### src/rtc_barrier_regs.svh
// Constants for the clock-set synchronisation barrier
`ifndef RTC_BARRIER_REGS_SVH
`define RTC_BARRIER_REGS_SVH

// Command codes
`define RTC_CMD_SET 8'h18
`define RTC_CMD_BCAST 8'h06

// Field layout
`define RTC_SLICE_W 16
`define RTC_SLICES 4
`define RTC_ID_LO_W 3
`define RTC_GRP_PTR_W 2

// Clock periods from release strobe to end of shutdown
`define RTC_RESUME_CP 4'hA

`endif

### src/rtc_barrier_pkg.sv
// Types shared by the clock-set barrier modules
package rtc_barrier_pkg;

  typedef struct packed {
    logic valid;
    logic [7:0] code;
    logic [2:0] cpu;
    logic [63:0] operand;
  } rtc_cpu_req_t;

  typedef struct packed {
    logic valid;
    logic [7:0] code;
    logic [1:0] grp_ptr;
    logic [2:0] id_lo;
    logic [3:0][15:0] slice;
  } rtc_entry_t;

  typedef struct packed {
    logic valid;
    logic [7:0] code;
    logic [1:0] grp_ptr;
    logic [4:0] src_id;
    logic [63:0] data;
  } rtc_msg_t;

  typedef struct packed {
    logic valid;
    logic [7:0] code;
    logic [63:0] data;
  } rtc_cpu_out_t;

  typedef enum logic [1:0] {
    PH_IDLE,
    PH_VOTE,
    PH_RESUME
  } rtc_phase_t;

endpackage : rtc_barrier_pkg

### src/rtc_load_sync_barrier.sv
// Clock-set request routing and all-CPU shutdown barrier of one shared module
//
// Contract
// - Entry chip recodes to c6, checks validity, makes two-bit group pointer.
// - Valid command and pointer go to all four entry chips of the group.
// - Valid command's 64-bit operand is cut into four 16-bit slices.
// - Source id is 5 bits: 3 from entry chip, 2 from routing.
// - Two buffers per group; A first, B overflow, B moves up as A drains.
// - Groups arbitrate in rotating order 0..3; winner drops to lowest.
// - After a group wins, a stop blocks further clock-set requests locally and remotely.
// - Local winner alternates with remote request, local first; I/O skips this.
// - c6 reaches all distribution paths, broadcast as local and remote traffic.
// - Remote copy passes straight on so all 32 CPU-side chips see it.
// - On c6 a CPU-side chip latches it and suspends until the clock loads.
// - Every chip of a group sends a shutdown vote to its controller.
// - Controller with all group votes signals group completion to other controllers.
// - All four group completions give a module-completion vote to the other module.
// - Returned module vote makes controllers raise release strobe to all chips at once.
// - On release, partition chips forward c6 and operand to their processor.
// - After release each chip counts 10 clock periods, then resumes.
// - Designated chips send next-load permit, re-enabling clock-set acceptance.
// - Originator's chip returns c24 to the originating processor.
`timescale 1ns/1ps
`include "rtc_barrier_regs.svh"
module rtc_load_sync_barrier #(
  parameter int NUM_GROUPS = 4,
  parameter int CHIPS_PER_GROUP = 4,
  parameter logic MODULE_ID = 1'b0,
  parameter int PERMIT_CHIP = 1
) (
  input wire logic i_ref_clk,
  input wire logic i_reset,
  input wire logic i_clk_en,
  input rtc_barrier_pkg::rtc_cpu_req_t [NUM_GROUPS-1:0] i_cpu_req,
  output logic [NUM_GROUPS-1:0] o_req_ready,
  input wire logic [NUM_GROUPS-1:0][1:0] i_group_partition,
  output logic o_stop_to_remote,
  input wire logic i_remote_stop,
  input rtc_barrier_pkg::rtc_msg_t i_remote_req,
  output logic o_remote_ack,
  output rtc_barrier_pkg::rtc_msg_t o_remote_copy,
  output logic o_module_vote,
  input wire logic i_module_vote,
  output rtc_barrier_pkg::rtc_cpu_out_t [NUM_GROUPS*CHIPS_PER_GROUP-1:0] o_cpu_out,
  output logic [NUM_GROUPS*CHIPS_PER_GROUP-1:0] o_cpu_hold,
  output logic [NUM_GROUPS-1:0] o_next_load_permit
);
  import rtc_barrier_pkg::*;

  localparam int NC = NUM_GROUPS * CHIPS_PER_GROUP;
  localparam int GW = (NUM_GROUPS > 1) ? $clog2(NUM_GROUPS) : 1;

  rtc_entry_t [NUM_GROUPS-1:0] ent;
  rtc_entry_t [NUM_GROUPS-1:0] buf_a;
  rtc_entry_t [NUM_GROUPS-1:0] buf_b;
  logic [NUM_GROUPS-1:0] a_v;
  logic [NUM_GROUPS-1:0] b_v;
  logic [NUM_GROUPS-1:0] arb_req;
  logic [NUM_GROUPS-1:0] grant;
  logic [GW-1:0] win_idx;
  logic take;
  logic stop_all;
  rtc_msg_t local_pend;
  logic busy;
  logic pref_local;
  logic grant_l;
  logic grant_r;
  rtc_msg_t bcast;
  rtc_msg_t held;
  rtc_phase_t phase;
  logic [NC-1:0] shut;
  logic [NUM_GROUPS-1:0] group_done;
  logic release_strobe;
  logic [3:0] resume_cnt;
  logic resume_done;

  // ****************************************
  // Entry stage and input buffers per group
  // ****************************************
  generate
    for (genvar g = 0; g < NUM_GROUPS; g++) begin : g_grp
      logic push;
      logic pop;

      rtc_entry_chip u_entry (
        .i_req(i_cpu_req[g]),
        .i_partition(i_group_partition[g]),
        .o_entry(ent[g])
      );

      // Refuse only when the overflow slot is taken
      assign o_req_ready[g] = !b_v[g];
      assign push = ent[g].valid && o_req_ready[g];
      assign pop = grant[g] && take;
      assign arb_req[g] = a_v[g] && !stop_all;

      always_ff @(posedge i_ref_clk) begin
        if (i_reset) begin
          a_v[g] <= 1'b0;
          b_v[g] <= 1'b0;
          buf_a[g] <= '0;
          buf_b[g] <= '0;
        end else if (i_clk_en) begin
          if (pop) begin
            if (b_v[g]) begin
              buf_a[g] <= buf_b[g];
              a_v[g] <= 1'b1;
              b_v[g] <= push;
              buf_b[g] <= ent[g];
            end else begin
              a_v[g] <= push;
              buf_a[g] <= ent[g];
            end
          end else if (push) begin
            if (!a_v[g]) begin
              buf_a[g] <= ent[g];
              a_v[g] <= 1'b1;
            end else begin
              buf_b[g] <= ent[g];
              b_v[g] <= 1'b1;
            end
          end
        end
      end

      buf_advance_a: assert property (@(posedge i_ref_clk) disable iff (i_reset)
        (i_clk_en && pop && b_v[g]) |=> a_v[g] && buf_a[g] == $past(buf_b[g]))
        else $error("Buffer B did not move up into A");
    end
  endgenerate

  // ****************************************
  // Group arbitration and stop
  // ****************************************
  rtc_rotating_arbiter #(
    .N(NUM_GROUPS),
    .W(GW)
  ) u_arb (
    .i_ref_clk(i_ref_clk),
    .i_reset(i_reset),
    .i_clk_en(i_clk_en),
    .i_req(arb_req),
    .i_take(take),
    .o_grant(grant),
    .o_idx(win_idx)
  );

  // Any operation in flight anywhere holds off new winners
  assign stop_all = busy || local_pend.valid || i_remote_stop;
  assign take = |grant;
  assign o_stop_to_remote = busy || local_pend.valid;

  always_ff @(posedge i_ref_clk) begin
    if (i_reset) begin
      local_pend <= '0;
    end else if (i_clk_en) begin
      if (take) begin
        local_pend.valid <= 1'b1;
        local_pend.code <= buf_a[win_idx].code;
        local_pend.grp_ptr <= buf_a[win_idx].grp_ptr;
        local_pend.src_id <= {2'(win_idx), buf_a[win_idx].id_lo};
        local_pend.data <= buf_a[win_idx].slice;
      end else if (grant_l) begin
        local_pend.valid <= 1'b0;
      end
    end
  end

  // ****************************************
  // Local against remote, then broadcast
  // ****************************************
  assign grant_l = !busy && local_pend.valid && (!i_remote_req.valid || pref_local);
  assign grant_r = !busy && i_remote_req.valid && !grant_l;
  assign o_remote_ack = grant_r;

  always_ff @(posedge i_ref_clk) begin
    if (i_reset) begin
      pref_local <= 1'b1;
    end else if (i_clk_en && (grant_l || grant_r)) begin
      pref_local <= grant_r;
    end
  end

  always_ff @(posedge i_ref_clk) begin
    if (i_reset) begin
      busy <= 1'b0;
    end else if (i_clk_en) begin
      if (grant_l || grant_r) begin
        busy <= 1'b1;
      end else if (|o_next_load_permit) begin
        busy <= 1'b0;
      end
    end
  end

  // One pulse feeds every local path and the remote copy alike
  always_ff @(posedge i_ref_clk) begin
    if (i_reset) begin
      bcast <= '0;
      held <= '0;
      o_remote_copy <= '0;
    end else if (i_clk_en) begin
      bcast.valid <= 1'b0;
      o_remote_copy.valid <= 1'b0;
      if (grant_l || grant_r) begin
        bcast <= grant_l ? local_pend : i_remote_req;
        bcast.code <= `RTC_CMD_BCAST;
        o_remote_copy <= grant_l ? local_pend : i_remote_req;
        o_remote_copy.code <= `RTC_CMD_BCAST;
      end
      if (bcast.valid && phase == PH_IDLE) begin
        held <= bcast;
      end
    end
  end

  // ****************************************
  // Barrier sequence
  // ****************************************
  always_ff @(posedge i_ref_clk) begin
    if (i_reset) begin
      phase <= PH_IDLE;
    end else if (i_clk_en) begin
      unique case (phase)
        PH_IDLE: begin
          if (bcast.valid) begin
            phase <= PH_VOTE;
          end
        end
        PH_VOTE: begin
          if (release_strobe) begin
            phase <= PH_RESUME;
          end
        end
        PH_RESUME: begin
          if (resume_done) begin
            phase <= PH_IDLE;
          end
        end
      endcase
    end
  end

  // Controllers: group completion, then module completion
  always_ff @(posedge i_ref_clk) begin
    if (i_reset) begin
      group_done <= '0;
      o_module_vote <= 1'b0;
      release_strobe <= 1'b0;
    end else if (i_clk_en) begin
      for (int g = 0; g < NUM_GROUPS; g++) begin
        group_done[g] <= (phase == PH_VOTE)
                         && (&shut[g*CHIPS_PER_GROUP +: CHIPS_PER_GROUP]);
      end
      o_module_vote <= (phase == PH_VOTE) && (&group_done) && !release_strobe;
      release_strobe <= (phase == PH_VOTE) && o_module_vote && i_module_vote
                        && !release_strobe;
    end
  end

  always_ff @(posedge i_ref_clk) begin
    if (i_reset) begin
      resume_cnt <= '0;
    end else if (i_clk_en) begin
      if (release_strobe) begin
        resume_cnt <= `RTC_RESUME_CP;
      end else if (phase == PH_RESUME && resume_cnt != 4'h0) begin
        resume_cnt <= resume_cnt - 4'h1;
      end
    end
  end

  assign resume_done = (phase == PH_RESUME) && (resume_cnt == 4'h1);

  // ****************************************
  // CPU-side chips
  // ****************************************
  generate
    for (genvar c = 0; c < NC; c++) begin : g_chip
      localparam int GRP = c / CHIPS_PER_GROUP;
      localparam int IDX = c % CHIPS_PER_GROUP;
      logic originator;

      // Local chips hold the lower or upper half of each group's CPUs
      assign originator = (held.src_id == {2'(GRP), MODULE_ID, 2'(IDX)});

      always_ff @(posedge i_ref_clk) begin
        if (i_reset) begin
          shut[c] <= 1'b0;
        end else if (i_clk_en) begin
          if (bcast.valid && phase == PH_IDLE) begin
            shut[c] <= 1'b1;
          end else if (resume_done) begin
            shut[c] <= 1'b0;
          end
        end
      end

      assign o_cpu_hold[c] = shut[c];

      always_ff @(posedge i_ref_clk) begin
        if (i_reset) begin
          o_cpu_out[c] <= '0;
        end else if (i_clk_en) begin
          o_cpu_out[c].valid <= 1'b0;
          if (release_strobe && i_group_partition[GRP] == held.grp_ptr) begin
            o_cpu_out[c].valid <= 1'b1;
            o_cpu_out[c].code <= `RTC_CMD_BCAST;
            o_cpu_out[c].data <= held.data;
          end else if (resume_done && originator) begin
            o_cpu_out[c].valid <= 1'b1;
            o_cpu_out[c].code <= `RTC_CMD_SET;
            o_cpu_out[c].data <= '0;
          end
        end
      end

      if (IDX == PERMIT_CHIP) begin : g_permit
        always_ff @(posedge i_ref_clk) begin
          if (i_reset) begin
            o_next_load_permit[GRP] <= 1'b0;
          end else if (i_clk_en) begin
            o_next_load_permit[GRP] <= resume_done;
          end
        end
      end
    end
  endgenerate

  // ****************************************
  // Checks
  // ****************************************
  entry_recode_a: assert property (@(posedge i_ref_clk) disable iff (i_reset)
    (i_clk_en && take) |=> local_pend.code == `RTC_CMD_BCAST)
    else $error("Accepted request not recoded to broadcast code");

  slice_join_a: assert property (@(posedge i_ref_clk) disable iff (i_reset)
    (i_clk_en && take) |=> local_pend.data == $past(buf_a[win_idx].slice))
    else $error("Operand slices did not rejoin in order");

  group_stop_a: assert property (@(posedge i_ref_clk) disable iff (i_reset)
    (local_pend.valid || busy) |-> grant == '0)
    else $error("Group granted while an operation is in flight");

  side_toggle_a: assert property (@(posedge i_ref_clk) disable iff (i_reset)
    (i_clk_en && grant_l && i_remote_req.valid) |=> !pref_local)
    else $error("Local/remote priority did not alternate");

  copy_out_a: assert property (@(posedge i_ref_clk) disable iff (i_reset)
    bcast.valid |-> o_remote_copy.valid && o_remote_copy.data == bcast.data)
    else $error("Remote copy missing for broadcast");

  all_shut_a: assert property (@(posedge i_ref_clk) disable iff (i_reset)
    (i_clk_en && bcast.valid && phase == PH_IDLE) |=> &shut)
    else $error("Not every chip shut down on broadcast");

  module_vote_a: assert property (@(posedge i_ref_clk) disable iff (i_reset)
    o_module_vote |-> &group_done)
    else $error("Module vote raised without every group");

  release_cause_a: assert property (@(posedge i_ref_clk) disable iff (i_reset)
    release_strobe |-> $past(o_module_vote && i_module_vote))
    else $error("Release strobe without both module votes");

  resume_count_a: assert property (@(posedge i_ref_clk)
    disable iff (i_reset || !i_clk_en)
    release_strobe |=> o_cpu_hold[0] [*8] ##1 o_cpu_hold[0] ##1 o_cpu_hold[0] ##1 !o_cpu_hold[0])
    else $error("Shutdown did not last ten clock periods");

  permit_free_a: assert property (@(posedge i_ref_clk) disable iff (i_reset)
    (i_clk_en && |o_next_load_permit) |=> !busy)
    else $error("Permit did not re-enable acceptance");

  single_op_a: assert property (@(posedge i_ref_clk) disable iff (i_reset)
    (grant_l || grant_r) |-> !busy && phase == PH_IDLE)
    else $error("Second clock-set started while one is in progress");

  local_win_c: cover property (@(posedge i_ref_clk) disable iff (i_reset) grant_l);
  remote_win_c: cover property (@(posedge i_ref_clk) disable iff (i_reset) grant_r);
  full_cycle_c: cover property (@(posedge i_ref_clk) disable iff (i_reset)
    release_strobe ##[1:20] (|o_next_load_permit));

endmodule : rtc_load_sync_barrier

### src/rtc_entry_chip.sv
// Entry stage: recode, check, group pointer and operand slicing
`timescale 1ns/1ps
`include "rtc_barrier_regs.svh"
module rtc_entry_chip (
  input rtc_barrier_pkg::rtc_cpu_req_t i_req,
  input logic [1:0] i_partition,
  output rtc_barrier_pkg::rtc_entry_t o_entry
);
  import rtc_barrier_pkg::*;

  // ****************************************
  // Recode and slice
  // ****************************************
  always_comb begin
    o_entry = '0;
    if (i_req.valid && i_req.code == `RTC_CMD_SET) begin
      o_entry.valid = 1'b1;
      o_entry.code = `RTC_CMD_BCAST;
      o_entry.grp_ptr = i_partition;
      o_entry.id_lo = i_req.cpu;
      for (int k = 0; k < `RTC_SLICES; k++) begin
        o_entry.slice[k] = i_req.operand[k*`RTC_SLICE_W +: `RTC_SLICE_W];
      end
    end
  end

endmodule : rtc_entry_chip

### src/rtc_rotating_arbiter.sv
// Rotating-priority arbiter across CPU groups
`timescale 1ns/1ps
module rtc_rotating_arbiter #(
  parameter int N = 4,
  parameter int W = 2
) (
  input wire logic i_ref_clk,
  input wire logic i_reset,
  input wire logic i_clk_en,
  input wire logic [N-1:0] i_req,
  input wire logic i_take,
  output logic [N-1:0] o_grant,
  output logic [W-1:0] o_idx
);
  logic [W-1:0] ptr;
  logic [W-1:0] cand;
  logic found;

  // ****************************************
  // Search from the current head
  // ****************************************
  always_comb begin
    o_grant = '0;
    o_idx = '0;
    found = 1'b0;
    cand = '0;
    for (int k = 0; k < N; k++) begin
      cand = W'((int'(ptr) + k) % N);
      if (!found && i_req[cand]) begin
        found = 1'b1;
        o_idx = cand;
        o_grant[cand] = 1'b1;
      end
    end
  end

  // Winner drops to the bottom, cyclic order kept
  always_ff @(posedge i_ref_clk) begin
    if (i_reset) begin
      ptr <= '0;
    end else if (i_clk_en && i_take && found) begin
      ptr <= (o_idx == W'(N - 1)) ? '0 : o_idx + 1'b1;
    end
  end

  rotate_head_a: assert property (@(posedge i_ref_clk) disable iff (i_reset)
    (i_clk_en && i_take && found) |=>
      ptr == (($past(o_idx) == W'(N - 1)) ? '0 : $past(o_idx) + 1'b1))
    else $error("Arbiter head did not move past the winner");

endmodule : rtc_rotating_arbiter

### config.mk
export PLATFORM = sky130hd
export DESIGN_NAME = rtc_load_sync_barrier
export DESIGN_NICKNAME = d
export VERILOG_FILES = /design/src/rtc_barrier_pkg.sv /design/src/rtc_load_sync_barrier.sv /design/src/rtc_entry_chip.sv /design/src/rtc_rotating_arbiter.sv
export VERILOG_INCLUDE_DIRS = /design/src
export SDC_FILE = /design/constraint.sdc
export NUM_CORES = 2
export LEC_CHECK = 0
export BUFFER_PORTS_ARGS = -buffer_cell sky130_fd_sc_hd__buf_2
export CAP_MARGIN = 20
export CELL_PAD_IN_SITES_DETAIL_PLACEMENT = 1
export CELL_PAD_IN_SITES_GLOBAL_PLACEMENT = 2
export CORE_AREA = 4 4 654 656
export CTS_CLUSTER_DIAMETER = 120
export DETAILED_ROUTE_END_ITERATION = 12
export DIE_AREA = 0 0 658 660
export HOLD_SLACK_MARGIN = 0.03
export PLACE_DENSITY = 0.56
export SYNTH_ARGS = -nofsm -noshare
export SYNTH_HDL_FRONTEND = slang
export SYNTH_SLANG_ARGS = --single-unit
### constraint.sdc
create_clock -name i_ref_clk -period 4.2 [get_ports i_ref_clk]
set_clock_uncertainty 0.05 [all_clocks]
set_input_delay 0.63 -clock i_ref_clk [delete_from_list [all_inputs] [get_ports i_ref_clk]]
set_output_delay 0.63 -clock i_ref_clk [all_outputs]
set_load 0.1 [all_outputs]
==> flow_metrics.py <==
metrics = {
    "power_and_ir_drop": {
        "powerDensity_nw_per_um2": 431,
        "netSwitchingFraction": 0.256,
        "seq_power_share": 0.442,
        "leakage_nw": 36.7,
        "comb_power_share": 0.053,
        "vdd_drop_max_v": 0.000429,
        "p_int_mw": 30.0,
        "p_switching_mw": 10.4,
        "pwr-share-clk": 0.505,
    },
    "cts": {
        "clock-sinks": 1863,
        "cts_buffer_depth": 4,
        "post-cts-setup-buffers": 0,
        "path_clk_slew_ps": 60,
        "cts_buffers": 236,
        "htree_num_levels": 4,
        "cts_tree": "done",
        "insertion_delay_ps": 940,
        "cts_root_buffer": "clkbuf_16",
    },
    "worst_setup_path": {
        "cp.arrival_ps": 4660,
        "worstRegToRegCells": 11,
        "cp_slowest_cell": "nor2b_4",
        "critical_path_class": "reg2reg",
        "crit_path_end": "buf_a[53]",
        "rr_endpoint": "buf_a[53]",
        "crit_required_ps": 4910,
        "crit_start": "u_arb.ptr[0]",
        "cpPeakStageDelay_ps": 610,
        "crit_path_cell_trace": "inv_2, ha_1, mux2i_1, nor3_1, a221oi_1, a21oi_1, o21a_4, nor2b_4, buf_4, a221oi_1, nor3_1",
        "cp-start-kind": "flop",
        "rr_startpoint": "u_arb.ptr[0]",
        "critPathMaxFanout": 22,
        "rrSetupSlack_ps": 250,
        "crit_path_end_kind": "flop",
    },
    "grt": {
        "track_usage": 0.184,
        "grt_pass1_wl_um": 567000,
        "antenna_found_initial": 57,
        "grt_pass1_vias": 66619,
        "overflow": 0,
        "grt_max_degree": 196,
    },
    "floorplanning": {
        "die_area_um2": 434000,
        "fp.dieH_um": 660,
        "io_pins": 1672,
        "fp.dieW_um": 658,
        "fp-row-count": 239,
        "initial_utilization": 0.161,
        "core_um2": 422000,
    },
    "finish": {
        "layout_commonest_cell": "nand2_1",
        "drive_above_1_share": 0.242,
        "fill_cells": 49748,
        "multiInputGateArea_um2": 27700,
        "final_cell_mix": "1888 x nand2_1, 1863 x dfxtp_1, 1591 x buf_2, 1519 x a21oi_1, 437 x nor2_1",
        "final_nets": 9905,
        "design_area_um2": 93800,
        "seqCellArea_um2": 37300,
        "syn_to_final_growth_pct": 37.8,
        "final_cells": 15362,
    },
    "routing": {
        "dr.first_iter.drc_count": 4272,
        "vias": 66820,
        "via_per_inst": 4.35,
        "wl_per_cell_um": 27.6,
        "first_pass_iters": 5,
        "routed_wl_um": 424000,
        "ant_nets": 0,
        "drc": 0,
    },
    "timing": {
        "clock.fmax_mhz": 253,
        "tightest_slew_ps": 1060,
        "setup_viol": 0,
        "rsz0062_at_grt": "false",
        "drv_slew": 0,
        "finalHoldViolCount": 0,
        "finalCritPeriodShare": 0.940,
        "period_needed_ps": 3950,
        "timing.setup.tns_ps": 0,
        "slew_headroom": 0.296,
        "finalWorstSetupSlack_ps": 253,
    },
    "min_path": {
        "min_path_cells": 2,
        "hold_class": "in2reg",
    },
    "place": {
        "dp_slack_ps": 306,
        "globalplace.congestion": 0.820,
        "place_area_um2": 82600,
        "io_buffers": 1593,
        "dp_hpwl_um": 320000,
        "place_inst": 14579,
    },
    "yosys": {
        "synth_edf_count": 0,
        "synthFlopType": "dfxtp_1",
        "synth_cells": 7885,
        "ys_types": 66,
        "netlist_area_um2": 68000,
        "synth-seq-cells": 1863,
        "ys_async_sr_fraction": 0,
        "ys_seq_area_frac": 0.548,
        "synth-warning-count": 0,
        "syn_area_per_cell_um2": 8.63,
    },
    "run_status": {
        "status": "completed",
    },
    "run": {
        "cap_violations": 0,
    },
}
==> sequential cells by signal, summed over array words and instances (netlist names) <==
register	cells
a_v	4
b_v	4
bcast	72
buf_a	276
buf_b	276
busy	1
group_done	1
held	71
local_pend	72
o_cpu_hold	1
o_cpu_out	1072
o_module_vote	1
o_next_load_permit	1
o_remote_copy	1
phase	2
pref_local	1
release_strobe	1
resume_cnt	4
u_arb.ptr	2
==> kinds of logic (layout without fill, tap and decap cells) <==
logic type	Yosys count	in the layout	synth area share
multiplexers	155	155	0.0342
buffers and inverters	846	2566	0.0555
XOR/XNOR	12	12	0.00155
flip-flops	1863	1863	0.548
other	1	94	0.0000551
AND/OR/NAND/NOR	2809	2810	0.166
AO/OA/AOI/OAI	2186	2186	0.192
adder cells (fa/ha/maj)	13	13	0.00239
==> how the worst min path moves through the flow <==
stage                         from              to
finish                     i_reset  o_cpu_out[938]
global route               i_reset  o_cpu_out[932]
CTS                       i_clk_en       buf_b[50]
detailed placement  o_cpu_out[755]  o_cpu_out[755]
global placement         buf_b[18]       buf_b[18]
floorplan               buf_b[156]      buf_b[156]
==> critical path, delay by kind of cell, from the launching register on <==
family,cells,cell delay [ps]
muxes,1,410
buffers and inverters,2,580
AOI/OAI and AO/OA,4,850
and+or+nand+nor,3,1020
DFF,1,350
adders and majority gates,1,500
==> layer usage <==
| metal | share of wire | wire (um) | GRT usage | vias up |
|---|---|---|---|---|
| met5 | 0.00024 | 103 | 0 | - |
| met4 | 0.037 | 15500 | 0.0602 | 18 |
| met3 | 0.056 | 23700 | 0.0332 | 504 |
| met2 | 0.49 | 208000 | 0.323 | 1987 |
| met1 | 0.42 | 176000 | 0.227 | 33890 |
| li1 | - | - | - | 30421 |
==> power by group through the flow <==
stage	sequential (mW)	combinational [mW]	clock [mW]
5_1_grt	17.8	2.25	21.7
4_1_cts	17.9	2.17	21.0
3_3_place_gp	18.2	1.85	0
6_report	17.8	2.16	20.4
2_1_floorplan	18.6	0.847	0
3_5_place_dp	18.2	1.87	0
==> metrics by stage <==
| stage | hold slack, ps | total power, mW | utilization |
|---|---|---|---|
| 3_3_place_gp | 388 | 20.1 | 0.196 |
| 6_report | 110 | 40.4 | 0.222 |
| 2_1_floorplan | 382 | 19.4 | - |
| 3_5_place_dp | 395 | 20.1 | 0.196 |
| 5_1_grt | 58.8 | 41.8 | 0.222 |
| 4_1_cts | 31.4 | 41.0 | 0.222 |
==> cell usage after synthesis (14+ instances only) <==
cell type | number | area share
buf_4 | 131 | 0.014
a221oi_1 | 200 | 0.026
nor3_1 | 270 | 0.020
nor2_1 | 438 | 0.024
a21oi_1 | 1520 | 0.11
dfxtp_1 | 1863 | 0.55
a31o_2 | 26 | 0.0033
mux2i_1 | 83 | 0.012
nand2_1 | 1896 | 0.10
buf_1 | 35 | 0.0019
buf_2 | 49 | 0.0036
clkbuf_1 | 609 | 0.034
o21ai_0 | 52 | 0.0038
o2111ai_1 | 183 | 0.024
inv_1 | 14 | 0.00077
nand3_1 | 130 | 0.0096
a211oi_1 | 151 | 0.017
mux4_2 | 60 | 0.020
==> area by class of cell <==
class                   count  area share
well taps                5663      0.0756
flip-flops and latches   1863       0.398
diodes                     24    0.000641
clock buffers             350      0.0743
multi-input cells        5246       0.295
clock inverters            68     0.00783
inverters                  17    0.000681
repair buffers           2131       0.148
==> repair_timing <==
action | 4_1_cts | 5_1_grt
endpoints found under the setup margin | 0 | 2
hold endpoints to repair | 553 | 0
hold buffers | 340 | 0
gates resized for setup | 0 | 1
Note: power is estimated with default switching activity, not from simulation.
